**src/common/ebw_pkg.sv**
```systemverilog
// Purpose: Shared constants, types and helpers of the external bus wait and bank decode block
// Assumes: 24-bit external address, 32-bit data, APB register access
// Notes: All offsets, field positions, reset values and counts live here
package ebw_pkg;

  // ****************************************************************
  // Widths and register map
  // ****************************************************************
  localparam int ADDR_W = 24;
  localparam int DATA_W = 32;
  localparam int PADDR_W = 12;
  localparam logic [11:0] OFF_BUS_CTRL = 12'h000;
  localparam logic [11:0] OFF_STATUS = 12'h004;

  // ****************************************************************
  // Bus control fields and reset value
  // ****************************************************************
  localparam int MUX_LSB = 3;
  localparam int WAIT_COUNT_FIELD_LSB = 5;
  localparam int WAIT_COUNT_FIELD_W = 3;
  localparam int BANK_COMPARE_FIELD_BIT = 12;
  localparam logic [31:0] BUS_CTRL_RESET = 32'h000000F8;

  // ****************************************************************
  // Status fields
  // ****************************************************************
  localparam int ST_STATE_LSB = 0;
  localparam int ST_BUSY_BIT = 2;
  localparam int ST_BANK_LSB = 3;
  localparam int ST_BOOT_BIT = 5;
  localparam int ST_RST_BIT = 6;
  localparam int ST_FLOAT_BIT = 7;

  // ****************************************************************
  // Counts, address ranges, synchroniser layout
  // ****************************************************************
  localparam logic [3:0] DRAIN_CYCLES = 4'hA;
  localparam logic [23:0] ROM_LAST = 24'h000FFF;
  localparam int BANK_LSB = 22;
  localparam int SYNC_W = 4;
  localparam int SYNC_FLOAT = 3;
  localparam int SYNC_BOOT = 2;
  localparam int SYNC_RST = 1;
  localparam int SYNC_RDY = 0;
  localparam logic [3:0] SYNC_RESET = 4'h9;

  // ****************************************************************
  // Types
  // ****************************************************************
  typedef enum logic [1:0] {
    MUX_EXT = 2'h0,
    MUX_INT = 2'h1,
    MUX_AND = 2'h2,
    MUX_OR = 2'h3
  } ebw_rdy_mux_type;

  typedef enum logic [1:0] {
    ST_IDLE = 2'h0,
    ST_NULL = 2'h1,
    ST_ACCESS = 2'h3
  } ebw_state_type;

  typedef struct packed {
    logic valid;
    logic write;
    logic [23:0] addr;
    logic [31:0] wdata;
  } ebw_core_req_type;

  typedef struct packed {
    logic [23:0] addr;
    logic [31:0] data;
    logic external_strobe_n;
    logic rw;
    logic [3:0] bank_select_n;
  } ebw_bus_pins_type;

  // ****************************************************************
  // Helpers
  // ****************************************************************
  function automatic logic [1:0] bank_of(input logic [23:0] a);
    return a[BANK_LSB+1:BANK_LSB];
  endfunction

  function automatic logic in_boot_rom(input logic boot, input logic [23:0] a);
    return boot && (a <= ROM_LAST);
  endfunction

endpackage

```
**src/hdl/ebw_bus_ctrl.sv**
```systemverilog
// Purpose: External bus sequencer with bank selects, wait states, posted write and float
// Assumes: core holds its request until core_ready; pins outside pclk pass four flops
// Notes: Output enables and keeper gate asynchronously on output_float_n
//
// Notes on behaviour
// - On reset, end or abandon an external access within 10 cycles, pins idle.
// - Reset with float low abandons at once, all bus pins high-impedance.
// - Float low disables every output asynchronously, clock or not.
// - Four bank selects from address bits 23:22 and strobe, strobe timing.
// - Each bank select active only for external accesses in its quarter.
// - All external accesses take wait and ready setup from one register.
// - Combined ready sampled on the rising clock edge.
// - Bits 4:3 pick pin, counter, AND or OR; OR after reset.
// - AND mode: ready low means zero waits, high leaves counter in charge.
// - OR mode: never shorter than wait count, stretched while ready high.
// - Bank compare adds one null cycle before reads to another bank.
// - Writes posted in one buffer; core stalls only on a further access.
// - Data keepers on in all modes, off only while float is low.
// - Boot mode maps internal ROM at 0x000000-0x000FFF, no external activity.
`timescale 1ns/1ps
module ebw_bus_ctrl (
  input wire logic pclk,
  input wire logic presetn,
  input wire logic clk_en,
  input wire logic psel,
  input wire logic penable,
  input wire logic pwrite,
  input wire logic [ebw_pkg::PADDR_W-1:0] paddr,
  input wire logic [ebw_pkg::DATA_W-1:0] pwdata,
  output logic [ebw_pkg::DATA_W-1:0] prdata,
  output logic pready,
  output logic pslverr,
  input wire ebw_pkg::ebw_core_req_type core_req,
  output logic core_ready,
  output logic [ebw_pkg::DATA_W-1:0] core_rdata,
  output logic boot_rom_sel,
  input wire logic cpu_reset_n,
  input wire logic output_float_n,
  input wire logic boot_mode_select,
  input wire logic ext_ready_n,
  input wire logic [ebw_pkg::DATA_W-1:0] data_in,
  output ebw_pkg::ebw_bus_pins_type bus_pins,
  output logic addr_oe,
  output logic data_oe,
  output logic ctrl_oe,
  output logic keeper_en
);
  import ebw_pkg::*;

  // ****************************************************************
  // Declarations
  // ****************************************************************
  logic [SYNC_W-1:0] sync1_ff;
  logic [SYNC_W-1:0] sync2_ff;
  logic [SYNC_W-1:0] sync3_ff;
  logic [SYNC_W-1:0] stable_ff;
  logic [SYNC_W-1:0] nxt_stable;
  logic rst_sync;
  logic float_sync;
  logic boot_sync;
  logic rdy_n_sync;

  logic [31:0] bus_ctrl_ff;
  logic [31:0] nxt_bus_ctrl;
  logic [31:0] prdata_ff;
  logic [31:0] nxt_prdata;
  logic pslverr_ff;
  logic nxt_pslverr;
  logic [31:0] status;

  ebw_state_type state_ff;
  ebw_state_type nxt_state;
  ebw_bus_pins_type pins_ff;
  ebw_bus_pins_type nxt_pins;
  logic own_ff;
  logic nxt_own;
  logic drv_ff;
  logic nxt_drv;
  logic wr_ff;
  logic nxt_wr;
  logic [1:0] last_bank_ff;
  logic [1:0] nxt_last_bank;
  logic [3:0] drain_ff;
  logic [3:0] nxt_drain;
  logic rd_done_ff;
  logic nxt_rd_done;
  logic [31:0] rdata_ff;
  logic [31:0] nxt_rdata;

  logic idle_ok;
  logic rom_now;
  logic wr_accept;
  logic rd_start;
  logic bank_compare_field_en;
  logic wait_start;
  logic wait_done;

  // ****************************************************************
  // Pin synchronisers
  // ****************************************************************
  always_comb begin
    nxt_stable = stable_ff;
    for (int i = 0; i < SYNC_W; i++) begin
      if (sync2_ff[i] == sync3_ff[i]) begin
        nxt_stable[i] = sync3_ff[i];
      end
    end
  end

  always_ff @(posedge pclk or negedge presetn) begin
    if (!presetn) begin
      sync1_ff <= SYNC_RESET;
      sync2_ff <= SYNC_RESET;
      sync3_ff <= SYNC_RESET;
      stable_ff <= SYNC_RESET;
    end else if (clk_en) begin
      sync1_ff <= {output_float_n, boot_mode_select, cpu_reset_n, ext_ready_n};
      sync2_ff <= sync1_ff;
      sync3_ff <= sync2_ff;
      stable_ff <= nxt_stable;
    end
  end

  assign rst_sync = !stable_ff[SYNC_RST];
  assign float_sync = !stable_ff[SYNC_FLOAT];
  assign boot_sync = stable_ff[SYNC_BOOT];
  assign rdy_n_sync = stable_ff[SYNC_RDY];

  // ****************************************************************
  // APB registers
  // ****************************************************************
  assign status = {24'h000000, !float_sync, rst_sync, boot_sync, last_bank_ff, wr_ff && own_ff,
    state_ff};

  always_comb begin
    nxt_bus_ctrl = bus_ctrl_ff;
    nxt_prdata = prdata_ff;
    nxt_pslverr = pslverr_ff;
    if (psel && !penable) begin
      nxt_pslverr = 1'b0;
      nxt_prdata = 32'h00000000;
      if (paddr == OFF_BUS_CTRL) begin
        nxt_prdata = bus_ctrl_ff;
      end else if (paddr == OFF_STATUS) begin
        nxt_prdata = status;
      end else begin
        nxt_pslverr = 1'b1;
      end
    end
    if (psel && penable && pwrite && paddr == OFF_BUS_CTRL) begin
      nxt_bus_ctrl = pwdata;
    end
  end

  always_ff @(posedge pclk or negedge presetn) begin
    if (!presetn) begin
      bus_ctrl_ff <= BUS_CTRL_RESET;
      prdata_ff <= 32'h00000000;
      pslverr_ff <= 1'b0;
    end else if (clk_en) begin
      bus_ctrl_ff <= nxt_bus_ctrl;
      prdata_ff <= nxt_prdata;
      pslverr_ff <= nxt_pslverr;
    end
  end

  assign prdata = prdata_ff;
  assign pready = 1'b1;
  assign pslverr = pslverr_ff && psel && penable;
  assign bank_compare_field_en = bus_ctrl_ff[BANK_COMPARE_FIELD_BIT];

  // ****************************************************************
  // Access sequencer
  // ****************************************************************
  assign idle_ok = (state_ff == ST_IDLE) && !rst_sync && !rd_done_ff;
  assign rom_now = idle_ok && core_req.valid && in_boot_rom(boot_sync, core_req.addr);
  assign wr_accept = idle_ok && core_req.valid && core_req.write && !rom_now;
  assign rd_start = idle_ok && core_req.valid && !core_req.write && !rom_now;

  always_comb begin
    nxt_state = state_ff;
    nxt_pins = pins_ff;
    nxt_wr = wr_ff;
    nxt_last_bank = last_bank_ff;
    nxt_drain = 4'h0;
    nxt_rd_done = 1'b0;
    nxt_rdata = rdata_ff;
    case (state_ff)
      ST_IDLE: begin
        if (wr_accept || rd_start) begin
          nxt_pins.addr = core_req.addr;
          nxt_pins.data = core_req.wdata;
          nxt_wr = core_req.write;
          nxt_last_bank = bank_of(core_req.addr);
          if (rd_start && bank_compare_field_en && bank_of(core_req.addr) != last_bank_ff) begin
            nxt_state = ST_NULL;
          end else begin
            nxt_state = ST_ACCESS;
          end
        end
      end
      ST_NULL: begin
        if (rst_sync) begin
          nxt_state = ST_IDLE;
        end else begin
          nxt_state = ST_ACCESS;
        end
      end
      ST_ACCESS: begin
        if (rst_sync) begin
          nxt_drain = drain_ff + 4'h1;
        end
        if (rst_sync && float_sync) begin
          nxt_state = ST_IDLE;
        end else if (wait_done) begin
          nxt_state = ST_IDLE;
          nxt_rd_done = !wr_ff && !rst_sync;
          if (!wr_ff) begin
            nxt_rdata = data_in;
          end
        end else if (rst_sync && drain_ff == DRAIN_CYCLES - 4'h1) begin
          nxt_state = ST_IDLE;
        end
      end
      default: begin
        nxt_state = ST_IDLE;
      end
    endcase
    nxt_pins.rw = !nxt_wr;
    nxt_pins.external_strobe_n = (nxt_state != ST_ACCESS);
    nxt_pins.bank_select_n = 4'hF;
    if (nxt_state == ST_ACCESS) begin
      nxt_pins.bank_select_n = ~(4'h1 << bank_of(nxt_pins.addr));
    end
    nxt_own = (nxt_state != ST_IDLE);
    nxt_drv = (nxt_state != ST_IDLE) && nxt_wr;
  end

  always_ff @(posedge pclk or negedge presetn) begin
    if (!presetn) begin
      state_ff <= ST_IDLE;
      pins_ff <= '{addr: 24'h000000, data: 32'h00000000, external_strobe_n: 1'b1,
        rw: 1'b1, bank_select_n: 4'hF};
      own_ff <= 1'b0;
      drv_ff <= 1'b0;
      wr_ff <= 1'b0;
      last_bank_ff <= 2'h0;
      drain_ff <= 4'h0;
      rd_done_ff <= 1'b0;
      rdata_ff <= 32'h00000000;
    end else if (clk_en) begin
      state_ff <= nxt_state;
      pins_ff <= nxt_pins;
      own_ff <= nxt_own;
      drv_ff <= nxt_drv;
      wr_ff <= nxt_wr;
      last_bank_ff <= nxt_last_bank;
      drain_ff <= nxt_drain;
      rd_done_ff <= nxt_rd_done;
      rdata_ff <= nxt_rdata;
    end
  end

  // ****************************************************************
  // Wait generator
  // ****************************************************************
  assign wait_start = (nxt_state == ST_ACCESS) && (state_ff != ST_ACCESS);

  ebw_wait_gen u_wait (
    .pclk(pclk),
    .presetn(presetn),
    .clk_en(clk_en),
    .start(wait_start),
    .active(state_ff == ST_ACCESS),
    .wait_count(bus_ctrl_ff[WAIT_COUNT_FIELD_LSB+WAIT_COUNT_FIELD_W-1:WAIT_COUNT_FIELD_LSB]),
    .mux(ebw_rdy_mux_type'(bus_ctrl_ff[MUX_LSB+1:MUX_LSB])),
    .ext_ready_n(rdy_n_sync),
    .done(wait_done)
  );

  // ****************************************************************
  // Outputs
  // ****************************************************************
  assign core_ready = rd_done_ff || wr_accept || rom_now;
  assign core_rdata = rdata_ff;
  assign boot_rom_sel = rom_now;
  assign bus_pins = pins_ff;
  assign addr_oe = own_ff && output_float_n;
  assign data_oe = drv_ff && output_float_n;
  assign ctrl_oe = output_float_n;
  assign keeper_en = output_float_n;
endmodule // ebw_bus_ctrl

```
**src/hdl/ebw_wait_gen.sv**
```systemverilog
// Purpose: Wait counter and ready source combining for one external access
// Assumes: ext_ready_n already synchronised, start pulses on entry to an access
// Notes: done is combinational and only meaningful during an access
`timescale 1ns/1ps
module ebw_wait_gen (
  input wire logic pclk,
  input wire logic presetn,
  input wire logic clk_en,
  input wire logic start,
  input wire logic active,
  input wire logic [ebw_pkg::WAIT_COUNT_FIELD_W-1:0] wait_count,
  input wire ebw_pkg::ebw_rdy_mux_type mux,
  input wire logic ext_ready_n,
  output logic done
);
  import ebw_pkg::*;

  logic [WAIT_COUNT_FIELD_W-1:0] cnt_ff;
  logic [WAIT_COUNT_FIELD_W-1:0] nxt_cnt;
  logic int_rdy;
  logic ext_rdy;

  // ****************************************************************
  // Counter
  // ****************************************************************
  always_comb begin
    nxt_cnt = cnt_ff;
    if (start) begin
      nxt_cnt = wait_count;
    end else if (cnt_ff != '0) begin
      nxt_cnt = cnt_ff - 1'b1;
    end
  end

  always_ff @(posedge pclk or negedge presetn) begin
    if (!presetn) begin
      cnt_ff <= '0;
    end else if (clk_en) begin
      cnt_ff <= nxt_cnt;
    end
  end

  // ****************************************************************
  // Ready combining
  // ****************************************************************
  assign int_rdy = (cnt_ff == '0);
  assign ext_rdy = !ext_ready_n;

  always_comb begin
    case (mux)
      MUX_EXT: done = ext_rdy;
      MUX_INT: done = int_rdy;
      MUX_AND: done = ext_rdy || int_rdy;
      default: done = ext_rdy && int_rdy;
    endcase
  end
endmodule // ebw_wait_gen

```
**config.mk**
```make
export PLATFORM = sky130hd
export DESIGN_NAME = ebw_bus_ctrl
export DESIGN_NICKNAME = d
export VERILOG_FILES = /design/src/common/ebw_pkg.sv /design/src/hdl/ebw_bus_ctrl.sv /design/src/hdl/ebw_wait_gen.sv
export SDC_FILE = /design/constraint.sdc
export NUM_CORES = 1
export LEC_CHECK = 0
export ABC_AREA = 1
export BUFFER_PORTS_ARGS = -buffer_cell sky130_fd_sc_hd__clkbuf_2
export CAP_MARGIN = 20
export CORE_MARGIN = 2
export CORE_UTILIZATION = 33
export CTS_CLUSTER_SIZE = 25
export DETAILED_ROUTE_END_ITERATION = 10
export SETUP_SLACK_MARGIN = 0.05
export SLEW_MARGIN = 20
export SYNTH_ARGS = -nofsm -noshare
export SYNTH_HDL_FRONTEND = slang
export SYNTH_SLANG_ARGS = --single-unit
```
**constraint.sdc**
```tcl
create_clock -name pclk -period 2.6 [get_ports pclk]
set_clock_uncertainty 0.2 [all_clocks]
set_input_delay 0.39 -clock pclk [delete_from_list [all_inputs] [get_ports pclk]]
set_output_delay 0.39 -clock pclk [all_outputs]
set_load 0.005 [all_outputs]
```
* Word-level counts from Yosys, hierarchy flattened *
Cells that the tools add are included.

word-level totals
  latch bits = 0
  register bits = 190
  memories = 0
  logic and storage cells = 125
  output and inout port bits = 134
  memory bits (writable) = 0
  memory bits (read-only) = 0

operators by class
  $mul = 0
  order comparisons = 1
  bitwise gates (word level) = 3
  equality and inequality tests = 14
  multiplexer cells = 24
  shifts and indexed selects = 1
  divide/modulo/power cells = 0
  reductions and logical operators = 55
  add/subtract/negate cells = 2

operators by type and width
  kind                                                                                count
  56-bit two-way mux                                                                  2
  32-bit two-way mux                                                                  1
  1-bit logical AND                                                                   26
  24-bit by 12-bit less-or-equal comparator with 1-bit output, second input constant  1
  2-bit AND reduction                                                                 7
  12-bit by 3-bit == test with 1-bit output, second input constant                    1
  12-bit zero test                                                                    1
  2-bit two-way mux                                                                   6
  4-bit two-way mux                                                                   3
  1-bit zero test                                                                     9
  8-bit two-way mux                                                                   1
  1-bit two-way mux                                                                   7
  2-bit == test, second input constant                                                3
  3-bit two-way mux                                                                   2
  2-bit case mux with 3 select lines                                                  1
  5-bit AND reduction                                                                 1
  4-bit by 1-bit adder with 4-bit output, second input constant                       1
  1-bit == test                                                                       4
  2-bit by 1-bit == test with 1-bit output, second input constant                     2
  4-bit == test, second input constant                                                1
  2-bit zero test                                                                     2
  1-bit logical OR                                                                    4
  2-bit inequality test, second input constant                                        2
  4-bit inverter                                                                      1
  other kinds (9)                                                                     11

* Longest topological paths before layout *
  depth after elaboration = 16
  mapped depth = 12
  depth with buffers taken out = 12

* Hierarchy *
Synthesis repeated with hierarchy kept, for this count alone.

second synthesis, totals
  cell total of the unflattened synthesis = 847
  area total of the unflattened synthesis = 7971.4 um2

by module, submodules not included
  module        seq. area each (um2)  cells each  instances  area an instance (um2)
  ebw_bus_ctrl  4703.3                811         1          7722.4
  ebw_wait_gen  75.1                  36          1          249.0

* Least setup slack after synthesis *
No wires, ideal clock.

  path type = register -> register
  from = reg state_ff[1]
  to = reg pins_ff (netlist bit bus_pins[15])
  setup slack = 0.705 ns
  library setup time = 0.125 ns
  required time = 2.275 ns
  buffers on the path = 1
  arrival = 1.570 ns
  stages on the path, launching flop included = 8
  cells stage by stage = dfrtp_1 inv_1 nand2_1 nor3_4 nand2_4 nor2_8 clkbuf_8 mux2_2

on the way
  cells in the longest elaborated chain, start to end = 9
  elaborated cells on any way between the ends = 12

RTL lines
  element                                      line                                                           text
  from (decl)                                  ebw_bus_ctrl.sv:71                                             ebw_state_type state_ff;
  from (signal assigned)                       ebw_bus_ctrl.sv:252                                            state_ff <= nxt_state;
  2-bit zero test *                            ebw_bus_ctrl.sv:175, ebw_bus_ctrl.sv:188
  1-bit logical AND (2 in a row)               ebw_bus_ctrl.sv:175                                            assign idle_ok = (state_ff == ST_IDLE) && !rst_sync && !rd_done_ff;
  1-bit logical AND                            ebw_bus_ctrl.sv:176, ebw_bus_ctrl.sv:177, ebw_bus_ctrl.sv:178
  1-bit logical AND                            ebw_bus_ctrl.sv:176                                            assign rom_now = idle_ok && core_req.valid && in_boot_rom(boot_sync, core_req.addr);
  1-bit zero test                              ebw_bus_ctrl.sv:177, ebw_bus_ctrl.sv:178
  1-bit logical AND, on equally long branches  ebw_bus_ctrl.sv:177, ebw_bus_ctrl.sv:178
  1-bit logical OR                             ebw_bus_ctrl.sv:190                                            if (wr_accept || rd_start) begin
  3-bit AND reduction (no line) *              --
  to (signal assigned)                         ebw_bus_ctrl.sv:242                                            pins_ff <= '{addr: 24'h000000, data: 32'h00000000, external_strobe_n: 1'b1,
  to (signal assigned)                         ebw_bus_ctrl.sv:253                                            pins_ff <= nxt_pins;
  to (decl)                                    ebw_bus_ctrl.sv:73                                             ebw_bus_pins_type pins_ff;

Every way passes the cells marked *; elsewhere a longest branch is shown, timed or not.
A chain may end at the register's enable or synchronous reset.

* Final worst setup path *
  from = in core_req[50] in the netlist's numbering
  to = out core_ready

on the way
  cells in the longest elaborated chain, start to end = 7

RTL lines
  element                                                        line                 text
  from (decl)                                                    ebw_bus_ctrl.sv:33   input wire ebw_pkg::ebw_core_req_type core_req,
  24-bit by 12-bit less-or-equal comparator with 1-bit output *  ebw_pkg.sv:86        return boot && (a <= ROM_LAST);
  1-bit logical AND *                                            ebw_pkg.sv:86
  1-bit logical AND *                                            ebw_bus_ctrl.sv:176
  1-bit zero test                                                ebw_bus_ctrl.sv:177  assign wr_accept = idle_ok && core_req.valid && core_req.write && !rom_now;
  1-bit logical AND                                              ebw_bus_ctrl.sv:177
  1-bit logical OR                                               ebw_bus_ctrl.sv:284  assign core_ready = rd_done_ff || wr_accept || rom_now;
  1-bit logical OR *                                             ebw_bus_ctrl.sv:284
  to (decl)                                                      ebw_bus_ctrl.sv:34   output logic core_ready,

Marked as above.

==> flow_summary.yaml <==
grt:
  grt_remaining_overflow: 0
  grt_usage: 0.1644
  grt_pass1_wl_mm: 32.16
  antenna_found_initial: 0
  grt_max_degree: 66
  grt_pass1_vias: 6319
sta:
  tightest_slew_ns: 0.5649
  hold_viol_final: 0
  setup_viol: 0
  rsz0062_at_grt: "false"
  fin_crit_sh: 0.9482
  fin_tns_setup_ns: 0
  drv_slew: 0
  holdWs_ns: 0.01777
  slew_headroom: 0.6234
  fmax_mhz: 405.6
  fin_crit_ns: 2.465
hold_path:
  hold_class: "primary input to flip-flop"
synthesis:
  syn-num-nets: 864
  synth-edff-count: 0
  ys_top_cells_by_count: "dfrtp_1 (171), nand2_1 (141), mux2_2 (85)"
  netlist_top_cells_area: "dfrtp_1 (54%), mux2_2 (12%), nand2_1 (6.7%)"
  yosysTopAreaCell: "dfrtp_1"
  syn_avg_cell_area_um2: 10.98
  netlist_area_um2: 7859
  synth-seq-area-share: 0.6080
  ys.flop_type: "dfrtp_1"
  ys_seq_elements: 190
  synth_cell_type_count: 37
  yosysMostFrequentCell: "dfrtp_1"
  postSynthCellCount: 716
  yosysWarnings: 0
  synth_top_area_frac: 0.5445
  ys_async_sr_fraction: 1.000
pwr:
  sequentialPowerShare: 0.476
  pwr-share-clk: 0.343
  power_leakage_uw: 0.005950
  combinationalPowerShare: 0.181
  power.density_nw_per_um2: 675.9
  p_switching_uw: 2096
  irDropWorstVdd_mv: 0.3490
  swShare: 0.2790
  p_int_uw: 5419
place:
  dp_hpwl_mm: 14.09
  numPortBuffers: 276
  placed_cells_incl_taps: 1290
  globalplace.congestion: 0.8186
  place_area_um2: 9563
routing:
  drt_iter0_drc: 323
  ant_nets: 0
  drt-wirelength-per-cell_um: 14.46
  drtPass1Iterations: 5
  drt_wl_total_mm: 20.52
  via_per_inst: 4.483
  drcViolationCount: 0
  dr_total_vias: 6361
worst_setup_path:
  cp.buffers_inverters: 3
  required_ns: 2.01
  critical_path.top_delay_family: "buffers and inverters"
  worstPathMaxFanout: 4
  startpoint_type: "primary input"
  r2r_setup_slack_ns: 0.43
  crit_chain: "dlygate4sd3_1 > clkbuf_2 > nor2_1 > nand2_1 > nor2_1 > nand2_1 > o21ai_1 > clkbuf_2"
  critPathKind: "primary input to primary output"
  worstSetupEndpointType: "primary output"
  critPathMaxStageDelay_ns: 0.54
  slowest_stage: "dlygate4sd3_1"
  crit_arrival_ns: 1.88
clock_network:
  clk_pin_slew_ns: 0.07
  max-clock-path-buffers: 2
  clock_latency_ns: 0.43
  cts_made_buffers: 17
  clkSinkCount: 190
  cts_tree: "yes"
  htreeDepth: 4
  root_buffer: "clkbuf_16"
  postCtsSetupRepairBufs: 0
finish:
  fin_cells: 1419
  final_area_um2: 11120
  fill_cells: 2237
  layout-drive-gt1-share: 0.3964
  n_antenna_cell: 0
  num-nets-final: 1235
  utilization: 0.4751
  area_growth_syn_to_layout_pct: 41.47
floorplanning:
  core_um2: 23400
  rows: 56
  die_area_um2: 25070
  start_util: 0.3358
  die-height_um: 158.3
  io_pins: 278
  die_w_um: 158.3
status:
  status: "completed"
job:
  cap_violations: 0
layout make-up:
class | count | area, um^2 | area share
Clock buffer | 18 | 439.2 | 0.03950
Clock inverter | 14 | 145.1 | 0.01305
Inverter | 67 | 251.5 | 0.02262
Multi-Input combinational cell | 424 | 2589 | 0.2328
Sequential cell | 190 | 4778 | 0.4298
Tap cell | 319 | 399.1 | 0.03590
Timing Repair Buffer | 387 | 2516 | 0.2263
worst paths after layout:
| kind | start | end | cells after the start |
|---|---|---|---|
| hold reg to reg | sync1_ff[0] | sync2_ff[0] | 2 |
| min in group asynchronous | presetn | bus_pins[13] | 2 |
| hold / removal | core_req[10] | bus_pins[16] | 2 |
| setup / recovery | core_req[50] | core_ready | 8 |
| setup reg to reg | stable_ff[1] | bus_pins[15] | 6 |
| max in group asynchronous | presetn | bus_pins[19] | 3 |
stage by stage:
stage / total power, uW / setup WS, ns
3_3_place_gp: 4855 / 0.4364
4_1_cts: 7617 / 0.1123
6_report: 7515 / 0.1347
2_1_floorplan: 4216 / 0.7049
3_5_place_dp: 4888 / 0.4257
5_1_grt: 7970 / 0.07390
worst register-to-register path, cell delays in order (launching register included):
cell,delay (ns)
dfrtp_1,0.46
nand2_1,0.12
nor3_4,0.27
nand2_4,0.14
nor2_8,0.20
buf_12,0.25
mux2_2,0.43
cell families (layout without fill, tap and decap cells):
group | after synthesis | in the layout | synth area share
compound gates | 100 | 100 | 0.07563
other cells | 1 | 1 | 0.0004772
buf+inv | 102 | 486 | 0.06336
simple gates | 230 | 230 | 0.1196
mux | 86 | 86 | 0.1232
fa+ha+maj | 4 | 4 | 0.006369
flops | 190 | 190 | 0.6080
xor+xnor | 3 | 3 | 0.003344
power groups by stage:
stage | registers [uW] | clock network, uW | logic [uW]
2_1_floorplan | 3640 | 0 | 579
3_5_place_dp | 3630 | 0 | 1260
6_report | 3580 | 2580 | 1360
4_1_cts | 3580 | 2660 | 1380
3_3_place_gp | 3630 | 0 | 1230
5_1_grt | 3640 | 2790 | 1550
flip-flops by register name, indices dropped and copies added (netlist names):
signal         count
bus_pins          62
bus_ctrl_ff       32
core_rdata        32
prdata            32
drain_ff           4
stable_ff          4
sync1_ff           4
sync2_ff           4
sync3_ff           4
u_wait.cnt_ff      3
last_bank_ff       2
state_ff           2
drv_ff             1
own_ff             1
pslverr_ff         1
rd_done_ff         1
wr_ff              1
what timing repair did:
action	4_1_cts	5_1_grt
resized for setup	0	1
hold buffers	97	0
endpoints found under the hold margin	134	0
endpoints found under the setup margin	0	1
per-layer routing:
layer | routed length (um) | GRT usage | share of wire
met1 | 8954 | 0.2127 | 0.44
met2 | 9788 | 0.2712 | 0.48
met3 | 1431 | 0.04246 | 0.070
met4 | 340 | 0.05148 | 0.017
met5 | 0 | 0 | 0
placed cells by master (no fill, tap or decap), types with 10 or more instances in the layout:
cell           Yosys  routed
o22ai_1           10      10
dlygate4sd3_1      0      97
dfrtp_1          171     171
nand2_1          141     141
nand3_1           17      16
a21oi_1           36      36
mux2_2            85      85
o31ai_1           26      26
nor2_1            61      61
buf_4              7      10
clkbuf_2           0     275
clkbuf_16          0      17
o21ai_0           22      21
inv_1             65      65
dfstp_2           19      19
Power figures use the tool's default switching activity.
